**src/aucint_pkg.sv**
```systemverilog
`default_nettype none

package aucint_pkg;

  // Register offsets on the control port
  localparam logic [6:0] STAT1_OFS  = 7'h07;
  localparam logic [6:0] STAT2_OFS  = 7'h08;
  localparam logic [6:0] EN1_OFS    = 7'h09;
  localparam logic [6:0] MODE1H_OFS = 7'h0a;
  localparam logic [6:0] MODE1L_OFS = 7'h0b;
  localparam logic [6:0] EN2_OFS    = 7'h0c;
  localparam logic [6:0] MODE2H_OFS = 7'h0d;
  localparam logic [6:0] MODE2L_OFS = 7'h0e;

  // Reset value of every register in the unit
  localparam logic [7:0] REG_RST = 8'h00;

  // Implemented bit positions per bank
  localparam logic [7:0] BANK1_VALID = 8'hc7;
  localparam logic [7:0] BANK2_VALID = 8'h0e;

  // Bank one bit positions
  localparam int TX_SLIP_BIT      = 7;
  localparam int OUTPORT_SLIP_BIT = 6;
  localparam int CS_STAGE_BIT     = 2;
  localparam int CS_OUTPUT_BIT    = 1;
  localparam int RX_FAULT_BIT     = 0;

  // Bank two bit positions
  localparam int UD_STAGE_BIT     = 3;
  localparam int UD_OUTPUT_BIT    = 2;
  localparam int SUBCODE_BIT      = 1;

  // Trigger mode codes, upper bit from the high register
  localparam logic [1:0] MODE_RISE  = 2'h0;
  localparam logic [1:0] MODE_FALL  = 2'h1;
  localparam logic [1:0] MODE_LEVEL = 2'h2;
  localparam logic [1:0] MODE_RSVD  = 2'h3;

  // Frames the host has to drain a subcode block
  localparam int SUBCODE_READ_FRAMES = 588;

endpackage : aucint_pkg

`default_nettype wire

```
**src/aucint_event_cell.sv**
```systemverilog
`timescale 1ns/10ps
`default_nettype none

module aucint_event_cell (
  // Clock and reset
  input  wire logic       clk_i,
  input  wire logic       rst_i,
  // Source and configuration
  input  wire logic       src_i,
  input  wire logic [1:0] mode_i,
  input  wire logic       enable_i,
  input  wire logic       clear_i,
  // Sticky flag
  output logic            flag_o
);

  logic prev_r;
  logic prev_nxt;
  logic flag_r;
  logic flag_nxt;
  logic hit;

  // Edge or level detection and sticky flag update
  always_comb begin
    prev_nxt = src_i;
    unique case (mode_i)
      aucint_pkg::MODE_RISE:  hit = src_i & ~prev_r;
      aucint_pkg::MODE_FALL:  hit = ~src_i & prev_r;
      aucint_pkg::MODE_LEVEL: hit = src_i;
      default:                hit = 1'b0;              // Reserved code never fires
    endcase
    if (!enable_i) begin
      flag_nxt = 1'b0;
    end else if (hit) begin
      flag_nxt = 1'b1;
    end else if (clear_i) begin
      flag_nxt = 1'b0;
    end else begin
      flag_nxt = flag_r;
    end
  end

  // State registers
  always_ff @(posedge clk_i or posedge rst_i) begin
    if (rst_i) begin
      prev_r <= 1'b0;
      flag_r <= 1'b0;
    end else begin
      prev_r <= prev_nxt;
      flag_r <= flag_nxt;
    end
  end

  // Masked flag reads zero even in the cycle before the stored bit clears
  assign flag_o = flag_r & enable_i;

  property p_rise_set;
    @(posedge clk_i) disable iff (rst_i)
    (enable_i && mode_i == aucint_pkg::MODE_RISE && src_i && !$past(src_i)) |=> flag_r;
  endproperty
  a_rise_set: assert property (p_rise_set) else $error("rising edge not latched");

  property p_fall_set;
    @(posedge clk_i) disable iff (rst_i)
    (enable_i && mode_i == aucint_pkg::MODE_FALL && !src_i && $past(src_i)) |=> flag_r;
  endproperty
  a_fall_set: assert property (p_fall_set) else $error("falling edge not latched");

  property p_level_stay;
    @(posedge clk_i) disable iff (rst_i)
    (enable_i && mode_i == aucint_pkg::MODE_LEVEL && src_i && clear_i) |=> flag_r;
  endproperty
  a_level_stay: assert property (p_level_stay) else $error("level flag lost on read");

  property p_clear;
    @(posedge clk_i) disable iff (rst_i)
    (clear_i && !src_i && !prev_r) |=> !flag_r;
  endproperty
  a_clear: assert property (p_clear) else $error("flag not cleared by read");

  property p_sticky;
    @(posedge clk_i) disable iff (rst_i)
    (flag_r && enable_i && !clear_i) |=> flag_r;
  endproperty
  a_sticky: assert property (p_sticky) else $error("flag dropped without read");

  property p_disabled;
    @(posedge clk_i) disable iff (rst_i)
    !enable_i |=> !flag_r;
  endproperty
  a_disabled: assert property (p_disabled) else $error("masked flag set");

  c_level_hold: cover property (@(posedge clk_i) disable iff (rst_i)
    mode_i == aucint_pkg::MODE_LEVEL && flag_r && clear_i ##1 flag_r);

endmodule : aucint_event_cell

`default_nettype wire

```
**src/aucint_pin.sv**
```systemverilog
`timescale 1ns/10ps
`default_nettype none

module aucint_pin (
  // Clock and reset
  input  wire logic clk_i,
  input  wire logic rst_i,
  // Request and polarity
  input  wire logic pending_i,
  input  wire logic active_low_i,
  // Pin
  output logic      int_o
);

  logic pin_r;
  logic pin_nxt;

  // Polarity comes only from the separate output setting
  always_comb begin
    pin_nxt = pending_i ^ active_low_i;
  end

  // Registered pin drive
  always_ff @(posedge clk_i or posedge rst_i) begin
    if (rst_i) begin
      pin_r <= 1'b0;
    end else begin
      pin_r <= pin_nxt;
    end
  end

  assign int_o = pin_r;

endmodule : aucint_pin

`default_nettype wire

```
**src/aucint_unit.sv**
```systemverilog
`timescale 1ns/10ps
`default_nettype none

module aucint_unit (
  // Clock and reset
  input  wire logic       clk_i,
  input  wire logic       rst_i,
  // Register access port
  input  wire logic [6:0] reg_addr_i,
  input  wire logic       reg_wr_i,
  input  wire logic       reg_rd_i,
  input  wire logic [7:0] reg_wdata_i,
  output logic      [7:0] reg_rdata_o,
  // Transmitter events
  input  wire logic       tx_slip_evt_i,
  input  wire logic       tx_block_start_i,
  input  wire logic       tx_block_start_is_input_i,
  // Serial output port events
  input  wire logic       outport_slip_evt_i,
  input  wire logic       outport_slave_i,
  // Channel-status buffer transfers
  input  wire logic       cs_stage_move_i,
  input  wire logic       cs_output_move_i,
  // Receiver fault summary
  input  wire logic       rx_fault_i,
  // User-data buffer transfers
  input  wire logic       ud_stage_move_i,
  input  wire logic       ud_output_move_i,
  input  wire logic       ud_block_mode_i,
  // Subcode decoder
  input  wire logic       subcode_ready_i,
  // Interrupt pin
  input  wire logic       int_active_low_i,
  output logic            int_o
);

  // Mask and mode registers
  logic [7:0] en1_r;
  logic [7:0] en1_nxt;
  logic [7:0] en2_r;
  logic [7:0] en2_nxt;
  logic [7:0] mode1h_r;
  logic [7:0] mode1h_nxt;
  logic [7:0] mode1l_r;
  logic [7:0] mode1l_nxt;
  logic [7:0] mode2h_r;
  logic [7:0] mode2h_nxt;
  logic [7:0] mode2l_r;
  logic [7:0] mode2l_nxt;
  logic [7:0] rdata_r;
  logic [7:0] rdata_nxt;

  // Source levels, flags and read strobes
  logic [7:0] src1;
  logic [7:0] src2;
  logic [7:0] stat1;
  logic [7:0] stat2;
  logic       clr1;
  logic       clr2;
  logic       pending;
  logic       tx_slip_flag;
  logic       outport_slip_flag;
  logic       cs_stage_move_flag;
  logic       cs_output_move_flag;
  logic       rx_fault_flag;
  logic       ud_stage_move_flag;
  logic       ud_output_move_flag;
  logic       subcode_ready_flag;

  // Bank one sources
  always_comb begin
    src1 = 8'h00;
    if (tx_block_start_is_input_i) begin
      src1[aucint_pkg::TX_SLIP_BIT] = tx_block_start_i;
    end else begin
      src1[aucint_pkg::TX_SLIP_BIT] = tx_slip_evt_i;
    end
    src1[aucint_pkg::OUTPORT_SLIP_BIT] = outport_slip_evt_i & outport_slave_i;
    src1[aucint_pkg::CS_STAGE_BIT]     = cs_stage_move_i;
    src1[aucint_pkg::CS_OUTPUT_BIT]    = cs_output_move_i;
    src1[aucint_pkg::RX_FAULT_BIT]     = rx_fault_i;
  end

  // Bank two sources
  always_comb begin
    src2 = 8'h00;
    src2[aucint_pkg::UD_STAGE_BIT]  = ud_stage_move_i & ud_block_mode_i;
    src2[aucint_pkg::UD_OUTPUT_BIT] = ud_output_move_i & ud_block_mode_i;
    src2[aucint_pkg::SUBCODE_BIT]   = subcode_ready_i;
  end

  // Read strobes that clear the status banks
  assign clr1 = reg_rd_i && (reg_addr_i == aucint_pkg::STAT1_OFS);
  assign clr2 = reg_rd_i && (reg_addr_i == aucint_pkg::STAT2_OFS);

  // One event cell per implemented bit
  genvar gi;
  generate
    for (gi = 0; gi < 8; gi++) begin : g_bit
      if (aucint_pkg::BANK1_VALID[gi]) begin : g_b1
        aucint_event_cell u_cell (
          .clk_i    (clk_i),
          .rst_i    (rst_i),
          .src_i    (src1[gi]),
          .mode_i   ({mode1h_r[gi], mode1l_r[gi]}),
          .enable_i (en1_r[gi]),
          .clear_i  (clr1),
          .flag_o   (stat1[gi])
        );
      end else begin : g_z1
        assign stat1[gi] = 1'b0;
      end
      if (aucint_pkg::BANK2_VALID[gi]) begin : g_b2
        aucint_event_cell u_cell (
          .clk_i    (clk_i),
          .rst_i    (rst_i),
          .src_i    (src2[gi]),
          .mode_i   ({mode2h_r[gi], mode2l_r[gi]}),
          .enable_i (en2_r[gi]),
          .clear_i  (clr2),
          .flag_o   (stat2[gi])
        );
      end else begin : g_z2
        assign stat2[gi] = 1'b0;
      end
    end
  endgenerate

  // Named views of the flags
  assign tx_slip_flag        = stat1[aucint_pkg::TX_SLIP_BIT];
  assign outport_slip_flag   = stat1[aucint_pkg::OUTPORT_SLIP_BIT];
  assign cs_stage_move_flag  = stat1[aucint_pkg::CS_STAGE_BIT];
  assign cs_output_move_flag = stat1[aucint_pkg::CS_OUTPUT_BIT];
  assign rx_fault_flag       = stat1[aucint_pkg::RX_FAULT_BIT];
  assign ud_stage_move_flag  = stat2[aucint_pkg::UD_STAGE_BIT];
  assign ud_output_move_flag = stat2[aucint_pkg::UD_OUTPUT_BIT];
  assign subcode_ready_flag  = stat2[aucint_pkg::SUBCODE_BIT];

  // Register writes and read data capture
  always_comb begin
    en1_nxt    = en1_r;
    en2_nxt    = en2_r;
    mode1h_nxt = mode1h_r;
    mode1l_nxt = mode1l_r;
    mode2h_nxt = mode2h_r;
    mode2l_nxt = mode2l_r;
    rdata_nxt  = rdata_r;
    if (reg_wr_i) begin
      unique case (reg_addr_i)
        aucint_pkg::EN1_OFS:    en1_nxt    = reg_wdata_i & aucint_pkg::BANK1_VALID;
        aucint_pkg::EN2_OFS:    en2_nxt    = reg_wdata_i & aucint_pkg::BANK2_VALID;
        aucint_pkg::MODE1H_OFS: mode1h_nxt = reg_wdata_i & aucint_pkg::BANK1_VALID;
        aucint_pkg::MODE1L_OFS: mode1l_nxt = reg_wdata_i & aucint_pkg::BANK1_VALID;
        aucint_pkg::MODE2H_OFS: mode2h_nxt = reg_wdata_i & aucint_pkg::BANK2_VALID;
        aucint_pkg::MODE2L_OFS: mode2l_nxt = reg_wdata_i & aucint_pkg::BANK2_VALID;
        default:                ;
      endcase
    end
    if (reg_rd_i) begin
      unique case (reg_addr_i)
        aucint_pkg::STAT1_OFS:  rdata_nxt = stat1;
        aucint_pkg::STAT2_OFS:  rdata_nxt = stat2;
        aucint_pkg::EN1_OFS:    rdata_nxt = en1_r;
        aucint_pkg::EN2_OFS:    rdata_nxt = en2_r;
        aucint_pkg::MODE1H_OFS: rdata_nxt = mode1h_r;
        aucint_pkg::MODE1L_OFS: rdata_nxt = mode1l_r;
        aucint_pkg::MODE2H_OFS: rdata_nxt = mode2h_r;
        aucint_pkg::MODE2L_OFS: rdata_nxt = mode2l_r;
        default:                rdata_nxt = aucint_pkg::REG_RST; // Unmapped reads zero
      endcase
    end
  end

  // Register storage
  always_ff @(posedge clk_i or posedge rst_i) begin
    if (rst_i) begin
      en1_r    <= aucint_pkg::REG_RST;
      en2_r    <= aucint_pkg::REG_RST;
      mode1h_r <= aucint_pkg::REG_RST;
      mode1l_r <= aucint_pkg::REG_RST;
      mode2h_r <= aucint_pkg::REG_RST;
      mode2l_r <= aucint_pkg::REG_RST;
      rdata_r  <= aucint_pkg::REG_RST;
    end else begin
      en1_r    <= en1_nxt;
      en2_r    <= en2_nxt;
      mode1h_r <= mode1h_nxt;
      mode1l_r <= mode1l_nxt;
      mode2h_r <= mode2h_nxt;
      mode2l_r <= mode2l_nxt;
      rdata_r  <= rdata_nxt;
    end
  end

  assign reg_rdata_o = rdata_r;

  // Any unmasked flag requests the pin
  assign pending = (|stat1) | (|stat2);

  // Pin driver, polarity set apart from the modes
  aucint_pin u_pin (
    .clk_i        (clk_i),
    .rst_i        (rst_i),
    .pending_i    (pending),
    .active_low_i (int_active_low_i),
    .int_o        (int_o)
  );

  property p_reset_zero;
    @(posedge clk_i) disable iff (rst_i)
    $fell(rst_i) |-> (stat1 == 8'h00 && stat2 == 8'h00 && en1_r == 8'h00 && en2_r == 8'h00);
  endproperty
  a_reset_zero: assert property (p_reset_zero) else $error("registers not zero after reset");

  property p_mode_reset;
    @(posedge clk_i) disable iff (rst_i)
    $fell(rst_i) |-> ((mode1h_r | mode1l_r | mode2h_r | mode2l_r) == 8'h00);
  endproperty
  a_mode_reset: assert property (p_mode_reset) else $error("mode registers not zero after reset");

  property p_masked_zero;
    @(posedge clk_i) disable iff (rst_i)
    ((stat1 & ~en1_r) == 8'h00) && ((stat2 & ~en2_r) == 8'h00);
  endproperty
  a_masked_zero: assert property (p_masked_zero) else $error("masked status bit set");

  property p_reserved_zero;
    @(posedge clk_i) disable iff (rst_i)
    ((stat1 | en1_r | mode1h_r | mode1l_r) & ~aucint_pkg::BANK1_VALID) == 8'h00 &&
    ((stat2 | en2_r | mode2h_r | mode2l_r) & ~aucint_pkg::BANK2_VALID) == 8'h00;
  endproperty
  a_reserved_zero: assert property (p_reserved_zero) else $error("reserved bit nonzero");

  property p_read_stat1;
    @(posedge clk_i) disable iff (rst_i)
    clr1 |=> (reg_rdata_o == $past(stat1));
  endproperty
  a_read_stat1: assert property (p_read_stat1) else $error("status read data wrong");

  property p_mask_write;
    @(posedge clk_i) disable iff (rst_i)
    (reg_wr_i && reg_addr_i == aucint_pkg::EN1_OFS) |=>
      (en1_r == ($past(reg_wdata_i) & aucint_pkg::BANK1_VALID));
  endproperty
  a_mask_write: assert property (p_mask_write) else $error("mask write not applied");

  property p_int_pin;
    @(posedge clk_i) disable iff (rst_i)
    pending |=> (int_o != $past(int_active_low_i));
  endproperty
  a_int_pin: assert property (p_int_pin) else $error("pin not active with pending flag");

  property p_int_idle;
    @(posedge clk_i) disable iff (rst_i)
    !pending |=> (int_o == $past(int_active_low_i));
  endproperty
  a_int_idle: assert property (p_int_idle) else $error("pin active without flag");

  property p_tx_block;
    @(posedge clk_i) disable iff (rst_i)
    (tx_block_start_is_input_i && tx_block_start_i && !$past(tx_block_start_i) &&
     en1_r[aucint_pkg::TX_SLIP_BIT] && !mode1h_r[aucint_pkg::TX_SLIP_BIT] &&
     !mode1l_r[aucint_pkg::TX_SLIP_BIT] && !reg_wr_i) |=> tx_slip_flag;
  endproperty
  a_tx_block: assert property (p_tx_block) else $error("block start did not set slip flag");

  property p_ud_gate;
    @(posedge clk_i) disable iff (rst_i)
    (!ud_block_mode_i && !ud_stage_move_flag && !mode2l_r[aucint_pkg::UD_STAGE_BIT] &&
     !reg_wr_i) |=> !ud_stage_move_flag;
  endproperty
  a_ud_gate: assert property (p_ud_gate) else $error("user flag set outside block mode");

  c_int_rise: cover property (@(posedge clk_i) disable iff (rst_i) $rose(pending));
  c_read_clear: cover property (@(posedge clk_i) disable iff (rst_i)
    clr1 && rx_fault_flag ##1 !rx_fault_flag);
  c_subcode: cover property (@(posedge clk_i) disable iff (rst_i) $rose(subcode_ready_flag));
  c_both_banks: cover property (@(posedge clk_i) disable iff (rst_i)
    cs_output_move_flag && ud_output_move_flag && outport_slip_flag);

endmodule : aucint_unit

`default_nettype wire

```
**config.mk**
```make
export PLATFORM = sky130hd
export DESIGN_NAME = aucint_unit
export DESIGN_NICKNAME = d
export VERILOG_FILES = /design/src/aucint_pkg.sv /design/src/aucint_event_cell.sv /design/src/aucint_pin.sv /design/src/aucint_unit.sv
export SDC_FILE = /design/constraint.sdc
export NUM_CORES = 1
export LEC_CHECK = 0
export ABC_AREA = 0
export BUFFER_PORTS_ARGS = -buffer_cell sky130_fd_sc_hd__buf_2
export CORE_ASPECT_RATIO = 1.5
export CORE_MARGIN = 2
export CORE_UTILIZATION = 40
export DETAILED_ROUTE_END_ITERATION = 16
export PLACE_DENSITY_LB_ADDON = 0.3
export SLEW_MARGIN = 20
export SYNTH_ARGS = -nofsm -noshare
export SYNTH_HDL_FRONTEND = slang
export SYNTH_SLANG_ARGS = --single-unit
```
**constraint.sdc**
```tcl
create_clock -name clk_i -period 3.6 [get_ports clk_i]
set_input_delay 1.08 -clock clk_i [delete_from_list [all_inputs] [get_ports clk_i]]
set_output_delay 1.08 -clock clk_i [all_outputs]
set_load 0.03 [all_outputs]
```
==> results of run 1 <==
[stage by stage]
| step | cell area, µm² | instances | power (µW) | utilization, % | hold WS (ps) |
|---|---|---|---|---|---|
| floorplan | 2340 | 214 | 679.7 | - | 492.8 |
| global placement | 2559 | 314 | 718.6 | 44.89 | 510.6 |
| detailed placement | 2559 | 314 | 723.4 | 44.89 | 518.1 |
| CTS | 2661 | 321 | 1091 | 46.69 | 530.9 |
| global route | 2663 | 321 | 1138 | 46.71 | 544.5 |
| finish | 2663 | 321 | 1081 | 46.71 | 524.6 |
[critical path: stages]
cell and delay, ps:
buf_2 200, nor2b_1 270, nand2_1 150, nor2_1 470, mux2_2 400
[layout make-up]
cell class	count	area share [%]
Sequential cell	47	44.17
Clock buffer	6	2.726
Tap cell	72	3.383
Clock inverter	1	1.128
Multi-Input combinational cell	149	40.37
Inverter	10	1.457
Timing Repair Buffer	36	6.767
[worst paths after layout]
path / startpoint / end / slack [ps] / depth (start not counted)
min: reg_rdata_o[3] / reg_rdata_o[3] / 520 / 2
min reg2reg: reg_rdata_o[3] / reg_rdata_o[3] / 520 / 2
max: reg_addr_i[3] / mode1h_r[0] / 1210 / 5
max in group asynchronous: rst_i / g_bit[1].g_b2.u_cell.flag_r / 2210 / 2
min in group asynchronous: rst_i / reg_rdata_o[2] / 910 / 2
max reg2reg: mode1l_r[2] / reg_rdata_o[2] / 2070 / 5
[cells by family after synthesis]
group                  Yosys count  synth area share (%)
AO/OA/AOI/OAI                   44                 12.48
AND/OR/NAND/NOR                 75                 19.50
other                            1                0.1605
flip-flops                      47                 50.35
XOR/XNOR                         2                0.7500
multiplexers                    26                 12.96
buffers and inverters           18                 3.803
[cells in the final DEF (no fill, tap or decap), types with 2 or more instances in the layout]
cell	synthesis	layout
nor3b_1	6	6
nor3_1	2	2
dfrtp_1	47	47
nand3_1	8	8
o211ai_1	2	2
and3b_1	2	2
a221oi_1	5	5
and4b_1	2	2
buf_2	2	36
xnor2_1	2	2
inv_1	10	9
clkbuf_8	0	5
nand2b_1	8	8
mux2_4	3	3
a21oi_1	11	11
and2_1	4	4
mux2_2	22	22
a21o_1	3	3
o21ai_0	3	3
nor2b_1	19	19
nor2_1	2	2
o22ai_1	8	8
a31oi_1	4	4
a22oi_1	4	4
conb_1	1	2
nand2_1	16	16
[where the power goes]
part,total (µW),internal (µW),leakage [µW],switching (µW)
logic,126,60.1,0.000571,66.0
clock network,370,204,0.0000513,166
registers,586,559,0.000626,26.9
total,1080,823,0.00125,259
[metal layers]
| metal | vias up | track usage (%) |
|---|---|---|
| met5 | - | 0 |
| met4 | 0 | 7.064 |
| met3 | 11 | 3.013 |
| met2 | 42 | 28.38 |
| met1 | 846 | 21.43 |
| li1 | 827 | - |
[flip-flops by register name (all words and copies together) (netlist names)]
register                  count
en1_r                         5
reg_rdata_o                   6
u_pin.int_o                   1
g_bit.g_b2.u_cell.flag_r      3
mode2l_r                      3
mode1l_r                      5
mode2h_r                      3
g_bit.g_b2.u_cell.prev_r      3
mode1h_r                      5
g_bit.g_b1.u_cell.flag_r      5
g_bit.g_b1.u_cell.prev_r      5
en2_r                         3
==> results.py, run 1 <==
metrics = {
    "clocking": {
        "clock_pin_transition_on_the_worst_setup_and_hold_timing_paths_ps": 90,
        "holdBufCountCts": 0,
        "clockBufferDepth": 2,
        "clock-root-buffer": "clkbuf_8",
        "gates_resized_cts_repair": 0,
        "insertion_delay_ps": 290,
        "clock_sinks": 47,
        "htreeDepth": 2,
        "cts_buffers": 5,
        "cts_tree": "yes",
        "cts_setup_buffers": 0,
    },
    "place": {
        "post-dp-hpwl_um": 3726,
        "buffer_ports.inserted": 36,
        "gpl.final_weighted_congestion": 0.8286,
        "place_ws_ps": 910.6,
    },
    "pwr": {
        "irDropWorstVdd_mv": 0.2207,
        "p_leak_uw": 0.001249,
        "powerDensity_nw_per_um2": 406.1,
    },
    "floorplanning": {
        "std_cell_rows": 34,
        "die_x_um": 66.40,
        "die_height_um": 97.60,
        "initial_utilization_pct": 40.98,
        "core_area_um2": 5700,
        "io_pins": 41,
        "die-area_um2": 6480,
    },
    "yosys": {
        "synth_top_flop_cell": "dfrtp_1",
        "synth_area_per_cell_um2": 10.97,
        "mappedNetlistArea_um2": 2336,
        "synth.area.top_cells": "dfrtp_1 50%, mux2_2 11%, nor2b_1 5.1%",
        "synth_edf_count": 0,
        "post-synth-top-area-cell": "dfrtp_1",
        "synthesis.yosys.warnings": 0,
        "synth-async-reset-ratio_pct": 100.0,
        "synth-seq-area-share_pct": 50.35,
        "ys_seq_elements": 47,
        "netlist_top_cells_count": "47 x dfrtp_1, 22 x mux2_2, 19 x nor2b_1",
        "synthMostInstantiatedCell": "dfrtp_1",
        "synthDistinctLibCells": 39,
        "synthCells": 213,
        "synth_top_area_share_pct": 50.35,
    },
    "route": {
        "routed-wl-met3_um": 182,
        "route.detailed.vias_per_inst": 5.377,
        "wl_met1_um": 2143,
        "drt_pre_antenna_iters": 4,
        "detail_route.drc_violations": 0,
        "route.met2.wl_um": 2544,
        "top_layer_used": "met4",
        "detailedRoute.firstIterationViolations": 65,
        "drt_wl_total_um": 4985,
        "routed-via-count": 1726,
        "wire_per_inst_um": 15.53,
        "ant_nets": 0,
    },
    "global_route": {
        "grt_overflow": 0,
        "grt_pass1_vias": 1700,
        "globalRouteTotalUtil_pct": 17.09,
        "grt_first_pass_wirelength_um": 8438,
        "number_of_antenna_violations_at_the_first_check_in_global_routing": 0,
        "largest_net_degree_at_the_start_of_global_routing": 48,
    },
    "timing": {
        "timing.clock.skew_ps": 6.542,
        "worst_slew_pin_slew_ps": 809.2,
        "finalWorstSetupSlack_ps": 1215,
        "slew_headroom_pct": 45.99,
        "min_period_over_period_pct": 66.26,
        "final_count_of_negative_setup_slack_endpoints": 0,
        "achievable-frequency_mhz": 419.2,
        "setup_tns_ps": 0,
        "finalWorstPathRequiredPeriod_ps": 2385,
        "slew_viol_final": 0,
        "final-hold-violation-count": 0,
        "rsz0062_at_grt": "no",
    },
    "critical_path": {
        "worst-endpoint-required_ps": 3780,
        "kind_of_critical_path": "input pin to flip-flop",
        "worstSetupEndpointType": "flip-flop",
        "timing.critical_path.from_type": "input pin",
        "worst-endpoint-arrival_ps": 2570,
        "path_max_fanout": 11,
    },
    "min_path": {
        "worst_min_delay_path_class": "flip-flop to flip-flop",
    },
    "finish": {
        "fillCellCount": 578,
        "multiInputGateArea_um2": 1075,
        "final_nets": 281,
        "ff_latch_area_um2": 1176,
        "layout-drive-gt1-share_pct": 29.32,
        "syn2layout_area_growth_pct": 13.98,
        "n_antenna_cell": 0,
    },
    "flow_run": {
        "maxCapViolCount": 0,
    },
    "outcome": {
        "outcome": "complete, no violations",
    },
}
Power figures use the tool's default switching activity.
==> run 2: changes to the inputs <==
clock period = 2.5 ns   (was 3.6 ns; I/O delays follow)
==> results.py, run 2 (synthesis gave the netlist of run 1 again) <==
metrics = {
    "timing": {
        "slew_headroom_pct": 60.33,
        "worst_slew_pin_slew_ps": 595.1,
        "min_period_over_period_pct": 78.41,
        "finalWorstSetupSlack_ps": 539.7,
        "achievable-frequency_mhz": 510.1,
        "finalWorstPathRequiredPeriod_ps": 1960,
        "fin_hold_ws_ps": 529.6,
        "slew_viol_final": 0,
        "final-hold-violation-count": 0,
        "setup_tns_ps": 0,
        "final_count_of_negative_setup_slack_endpoints": 0,
        "timing.clock.skew_ps": 7.066,
        "rsz0062_at_grt": "no",
    },
    "critical_path": {
        "timing.critical_path.from_type": "input pin",
        "worst_r2r_path_depth": 5,
        "reg2reg_setup_slack_ps": 990,
        "r2r_startpoint": "mode1l_r[2]",
        "r2r_end": "reg_rdata_o[2]",
        "worst-endpoint-required_ps": 2680,
        "path_max_fanout": 11,
        "worst-endpoint-arrival_ps": 2140,
        "worstSetupEndpointType": "flip-flop",
        "kind_of_critical_path": "input pin to flip-flop",
    },
    "finish": {
        "n_antenna_cell": 0,
        "syn2layout_area_growth_pct": 15.53,
        "final_nets": 284,
        "largest_register_ff_count": 6,
        "fillCellCount": 552,
        "mostFrequentLayoutCell": "dfrtp_1",
        "final_cell_mix": "47 x dfrtp_1, 36 x buf_2, 22 x mux2_2",
        "layout-drive-gt1-share_pct": 30.83,
    },
    "floorplanning": {
        "initial_utilization_pct": 40.98,
        "die_height_um": 97.60,
        "io_pins": 41,
        "die_x_um": 66.40,
        "core_area_um2": 5700,
        "die-area_um2": 6480,
        "std_cell_rows": 34,
    },
    "global_route": {
        "grt_pass1_vias": 1746,
        "globalRouteTotalUtil_pct": 17.05,
        "grt_overflow": 0,
        "busiest_layer": "met2",
        "grt_use_met3_pct": 3.244,
        "grt.met1_usage_pct": 21.24,
        "number_of_antenna_violations_at_the_first_check_in_global_routing": 0,
        "largest_net_degree_at_the_start_of_global_routing": 48,
        "use_met2_pct": 28.62,
        "grt_first_pass_wirelength_um": 8452,
    },
    "clocking": {
        "holdBufCountCts": 0,
        "htreeDepth": 2,
        "cts_tree": "yes",
        "clock_pin_transition_on_the_worst_setup_and_hold_timing_paths_ps": 80,
        "cts_setup_buffers": 0,
        "cts_buffers": 5,
        "gates_resized_cts_repair": 0,
        "clock-root-buffer": "clkbuf_8",
        "insertion_delay_ps": 300,
        "clock_sinks": 47,
        "clockBufferDepth": 2,
    },
    "min_path": {
        "hold-path-endpoint": "reg_rdata_o[3]",
        "hold_path_depth": 2,
        "worst_min_delay_path_class": "flip-flop to flip-flop",
        "worst_hold_startpoint": "reg_rdata_o[3]",
    },
    "route": {
        "drt_wl_total_um": 4973,
        "detail_route.drc_violations": 0,
        "wire_per_inst_um": 15.30,
        "detailedRoute.firstIterationViolations": 94,
        "drt_pre_antenna_iters": 4,
        "route.detailed.vias_per_inst": 5.323,
        "routed-via-count": 1730,
        "ant_nets": 0,
    },
    "pwr": {
        "p_leak_uw": 0.001274,
        "irDropWorstVdd_mv": 0.3464,
        "powerDensity_nw_per_um2": 591.7,
    },
    "place": {
        "gpl.final_weighted_congestion": 0.8544,
        "buffer_ports.inserted": 36,
        "post-dp-hpwl_um": 3740,
        "place_ws_ps": 225.7,
    },
    "flow_run": {
        "maxCapViolCount": 0,
    },
    "outcome": {
        "outcome": "complete, no violations",
    },
}
[run 2: where the power goes]
group | switching (µW) | leakage, µW | internal (µW)
combinational | 95.4 | 0.000587 | 88.6
sequential | 37.2 | 0.000626 | 805
clock | 248 | 0.0000612 | 324
total | 380 | 0.00127 | 1220
[run 2: final cells by class]
| type | instances | area, µm² | share of cell area [%] |
|---|---|---|---|
| sequential | 47 | 1176 | 43.58 |
| multi-input combinational | 149 | 1075 | 39.82 |
| timing repair buffer | 39 | 202.7 | 7.510 |
| tap | 72 | 90.09 | 3.338 |
| clock buffer | 6 | 82.58 | 3.060 |
| inverter | 10 | 37.54 | 1.391 |
| clock inverter | 2 | 35.03 | 1.298 |
[run 2: stage by stage]
| step | total power [µW] | utilization, % | std cells | area (µm²) |
|---|---|---|---|---|
| 6_report | 1597 | 47.34 | 325 | 2699 |
| 5_1_grt | 1669 | 47.34 | 325 | 2699 |
| 4_1_cts | 1616 | 47.34 | 325 | 2699 |
| 3_5_place_dp | 1044 | 45.28 | 317 | 2581 |
| 3_3_place_gp | 1038 | 45.28 | 317 | 2581 |
| 2_1_floorplan | 978.7 | - | 214 | 2340 |
[run 2: critical path: stages]
cell,delay [ps]
buf_2,190
nor2b_1,270
and2_1,270
nand4b_1,230
a221oi_1,350
nor2b_1,70
[run 2: worst max-delay path by stage]
stage / start / to / cells after the start
after floorplan: reg_addr_i[5] / mode2l_r[1] / 4
after global placement: reg_addr_i[3] / g_bit[1].g_b2.u_cell.flag_r / 6
after detailed placement: reg_addr_i[3] / g_bit[1].g_b2.u_cell.flag_r / 6
after CTS: reg_addr_i[3] / g_bit[1].g_b2.u_cell.flag_r / 6
after global routing: reg_addr_i[3] / g_bit[1].g_b2.u_cell.flag_r / 6
final: reg_addr_i[3] / g_bit[1].g_b2.u_cell.flag_r / 6
[run 2: per-layer routing]
| metal | wire (µm) | up-vias |
|---|---|---|
| met1 | 2114 | 846 |
| met4 | 118 | 0 |
| met5 | 0 | - |
| met3 | 197 | 9 |
| li1 | - | 836 |
| met2 | 2542 | 39 |
==> run 3: changes to the inputs <==
clock period = 2 ns   (was 2.5 ns; I/O delays follow)
==> results.py, run 3 (synthesis gave the netlist of run 1 again) <==
metrics = {
    "outcome": {
        "outcome": "complete, no violations",
    },
    "critical_path": {
        "reg2reg_setup_slack_ps": 540,
        "crit_path_top_delay_cell": "or3_4",
        "worst-endpoint-arrival_ps": 1850,
        "worst-endpoint-required_ps": 2180,
        "worst_r2r_path_depth": 5,
        "cp_cell_instances": "buf_2 -> nor3_4 -> nand3b_2 -> or3_4 -> mux2_4",
        "kind_of_critical_path": "input pin to flip-flop",
        "path_max_fanout": 4,
        "worstSetupEndpointType": "flip-flop",
        "cpPeakStageDelay_ps": 430,
        "timing.critical_path.from_type": "input pin",
    },
    "floorplanning": {
        "die-area_um2": 6480,
        "die_height_um": 97.60,
        "core_area_um2": 5700,
        "die_x_um": 66.40,
        "initial_utilization_pct": 40.98,
        "io_pins": 41,
        "std_cell_rows": 34,
    },
    "timing": {
        "finalWorstPathRequiredPeriod_ps": 1672,
        "final_count_of_negative_setup_slack_endpoints": 0,
        "rsz0062_at_grt": "no",
        "min_period_over_period_pct": 83.61,
        "finalWorstSetupSlack_ps": 327.8,
        "slew_viol_final": 0,
        "final-hold-violation-count": 0,
        "setup_tns_ps": 0,
        "timing.clock.skew_ps": 4.959,
        "achievable-frequency_mhz": 598.0,
    },
    "route": {
        "detail_route.drc_violations": 0,
        "wl_met1_um": 2196,
        "top_layer_used": "met4",
        "routed-wl-met3_um": 203,
        "ant_nets": 0,
        "drt_wl_total_um": 5001,
        "routed-via-count": 1763,
        "drt_pre_antenna_iters": 4,
        "route.met2.wl_um": 2527,
        "wire_per_inst_um": 14.80,
        "route.detailed.vias_per_inst": 5.216,
        "detailedRoute.firstIterationViolations": 155,
    },
    "finish": {
        "largest_register_ff_count": 6,
        "mostFrequentLayoutCell": "dfrtp_1",
        "layout-drive-gt1-share_pct": 33.83,
        "fillCellCount": 572,
        "final_cell_mix": "47 x dfrtp_1, 36 x buf_2, 22 x mux2_2",
        "syn2layout_area_growth_pct": 19.50,
        "final_nets": 297,
        "n_antenna_cell": 0,
    },
    "min_path": {
        "worst_min_delay_path_class": "input pin to async pin",
    },
    "global_route": {
        "grt_overflow": 0,
        "grt_first_pass_wirelength_um": 8266,
        "number_of_antenna_violations_at_the_first_check_in_global_routing": 0,
        "largest_net_degree_at_the_start_of_global_routing": 27,
        "globalRouteTotalUtil_pct": 16.63,
        "grt_pass1_vias": 1725,
    },
    "place": {
        "post-dp-hpwl_um": 3901,
        "buffer_ports.inserted": 36,
        "place_ws_ps": 18.16,
        "gpl.final_weighted_congestion": 0.9153,
    },
    "pwr": {
        "p_leak_uw": 0.001331,
        "powerDensity_nw_per_um2": 686.0,
        "irDropWorstVdd_mv": 0.4177,
        "finalPower_uw": 1915,
    },
    "clocking": {
        "clock_sinks": 47,
        "insertion_delay_ps": 290,
        "clock_pin_transition_on_the_worst_setup_and_hold_timing_paths_ps": 80,
        "gates_resized_cts_repair": 0,
        "cts_buffers": 5,
        "htreeDepth": 2,
        "holdBufCountCts": 0,
        "cts_setup_buffers": 0,
        "cts_tree": "yes",
        "clockBufferDepth": 2,
        "clock-root-buffer": "clkbuf_8",
    },
    "flow_run": {
        "maxCapViolCount": 0,
    },
}
## run 3: cell count changes in the layout (fill, tap and decap cells not counted)
cell	delta
clkbuf_8	+1
clkbuf_1	+1
buf_4	+12
buf_12	+1
bufinv_16	-1
clkinv_2	-1
## run 3: worst paths after layout
check	from	endpoint
max in group asynchronous	rst_i	g_bit[0].g_b1.u_cell.prev_r
hold reg to reg	reg_rdata_o[6]	reg_rdata_o[6]
setup / recovery	reg_addr_i[5]	mode2l_r[1]
min in group clk_i	subcode_ready_i	g_bit[1].g_b2.u_cell.prev_r
setup reg to reg	mode1l_r[2]	reg_rdata_o[2]
hold / removal	rst_i	g_bit[3].g_b2.u_cell.flag_r
## run 3: layout make-up
type                       instances  area [µm²]  share of cell area (%)
sequential                        47        1176                   42.13
multi-input combinational        149        1075                   38.50
timing repair buffer              52       312.8                   11.21
clock buffer                       8       100.1                   3.586
tap                               72       90.09                   3.227
inverter                          10       37.54                   1.345
## run 3: metrics by stage
stage	hold slack, ps	cell area, µm²	util [%]	cells
floorplan	492.8	2340	-	214
global placement	512.0	2691	47.21	330
detailed placement	517.3	2691	47.21	330
CTS	334.8	2791	48.97	338
global route	349.1	2791	48.97	338
finish	322.2	2791	48.97	338
## run 3: critical path, delay by kind of cell
family	cells	cell delay, ps
mux	1	310
buf+inv	1	110
simple gates	3	830
## run 3: power by group
| part | switching, µW | internal, µW | total (µW) |
|---|---|---|---|
| clock network | 301 | 316 | 616 |
| logic | 121 | 125 | 246 |
| registers | 47.0 | 1010 | 1050 |
| total | 469 | 1450 | 1920 |
## run 3: routing by layer
metal	vias to the layer above	global-route usage (%)
met3	6	3.476
met1	855	21.42
met4	0	5.495
met5	-	0
li1	864	-
met2	38	27.38
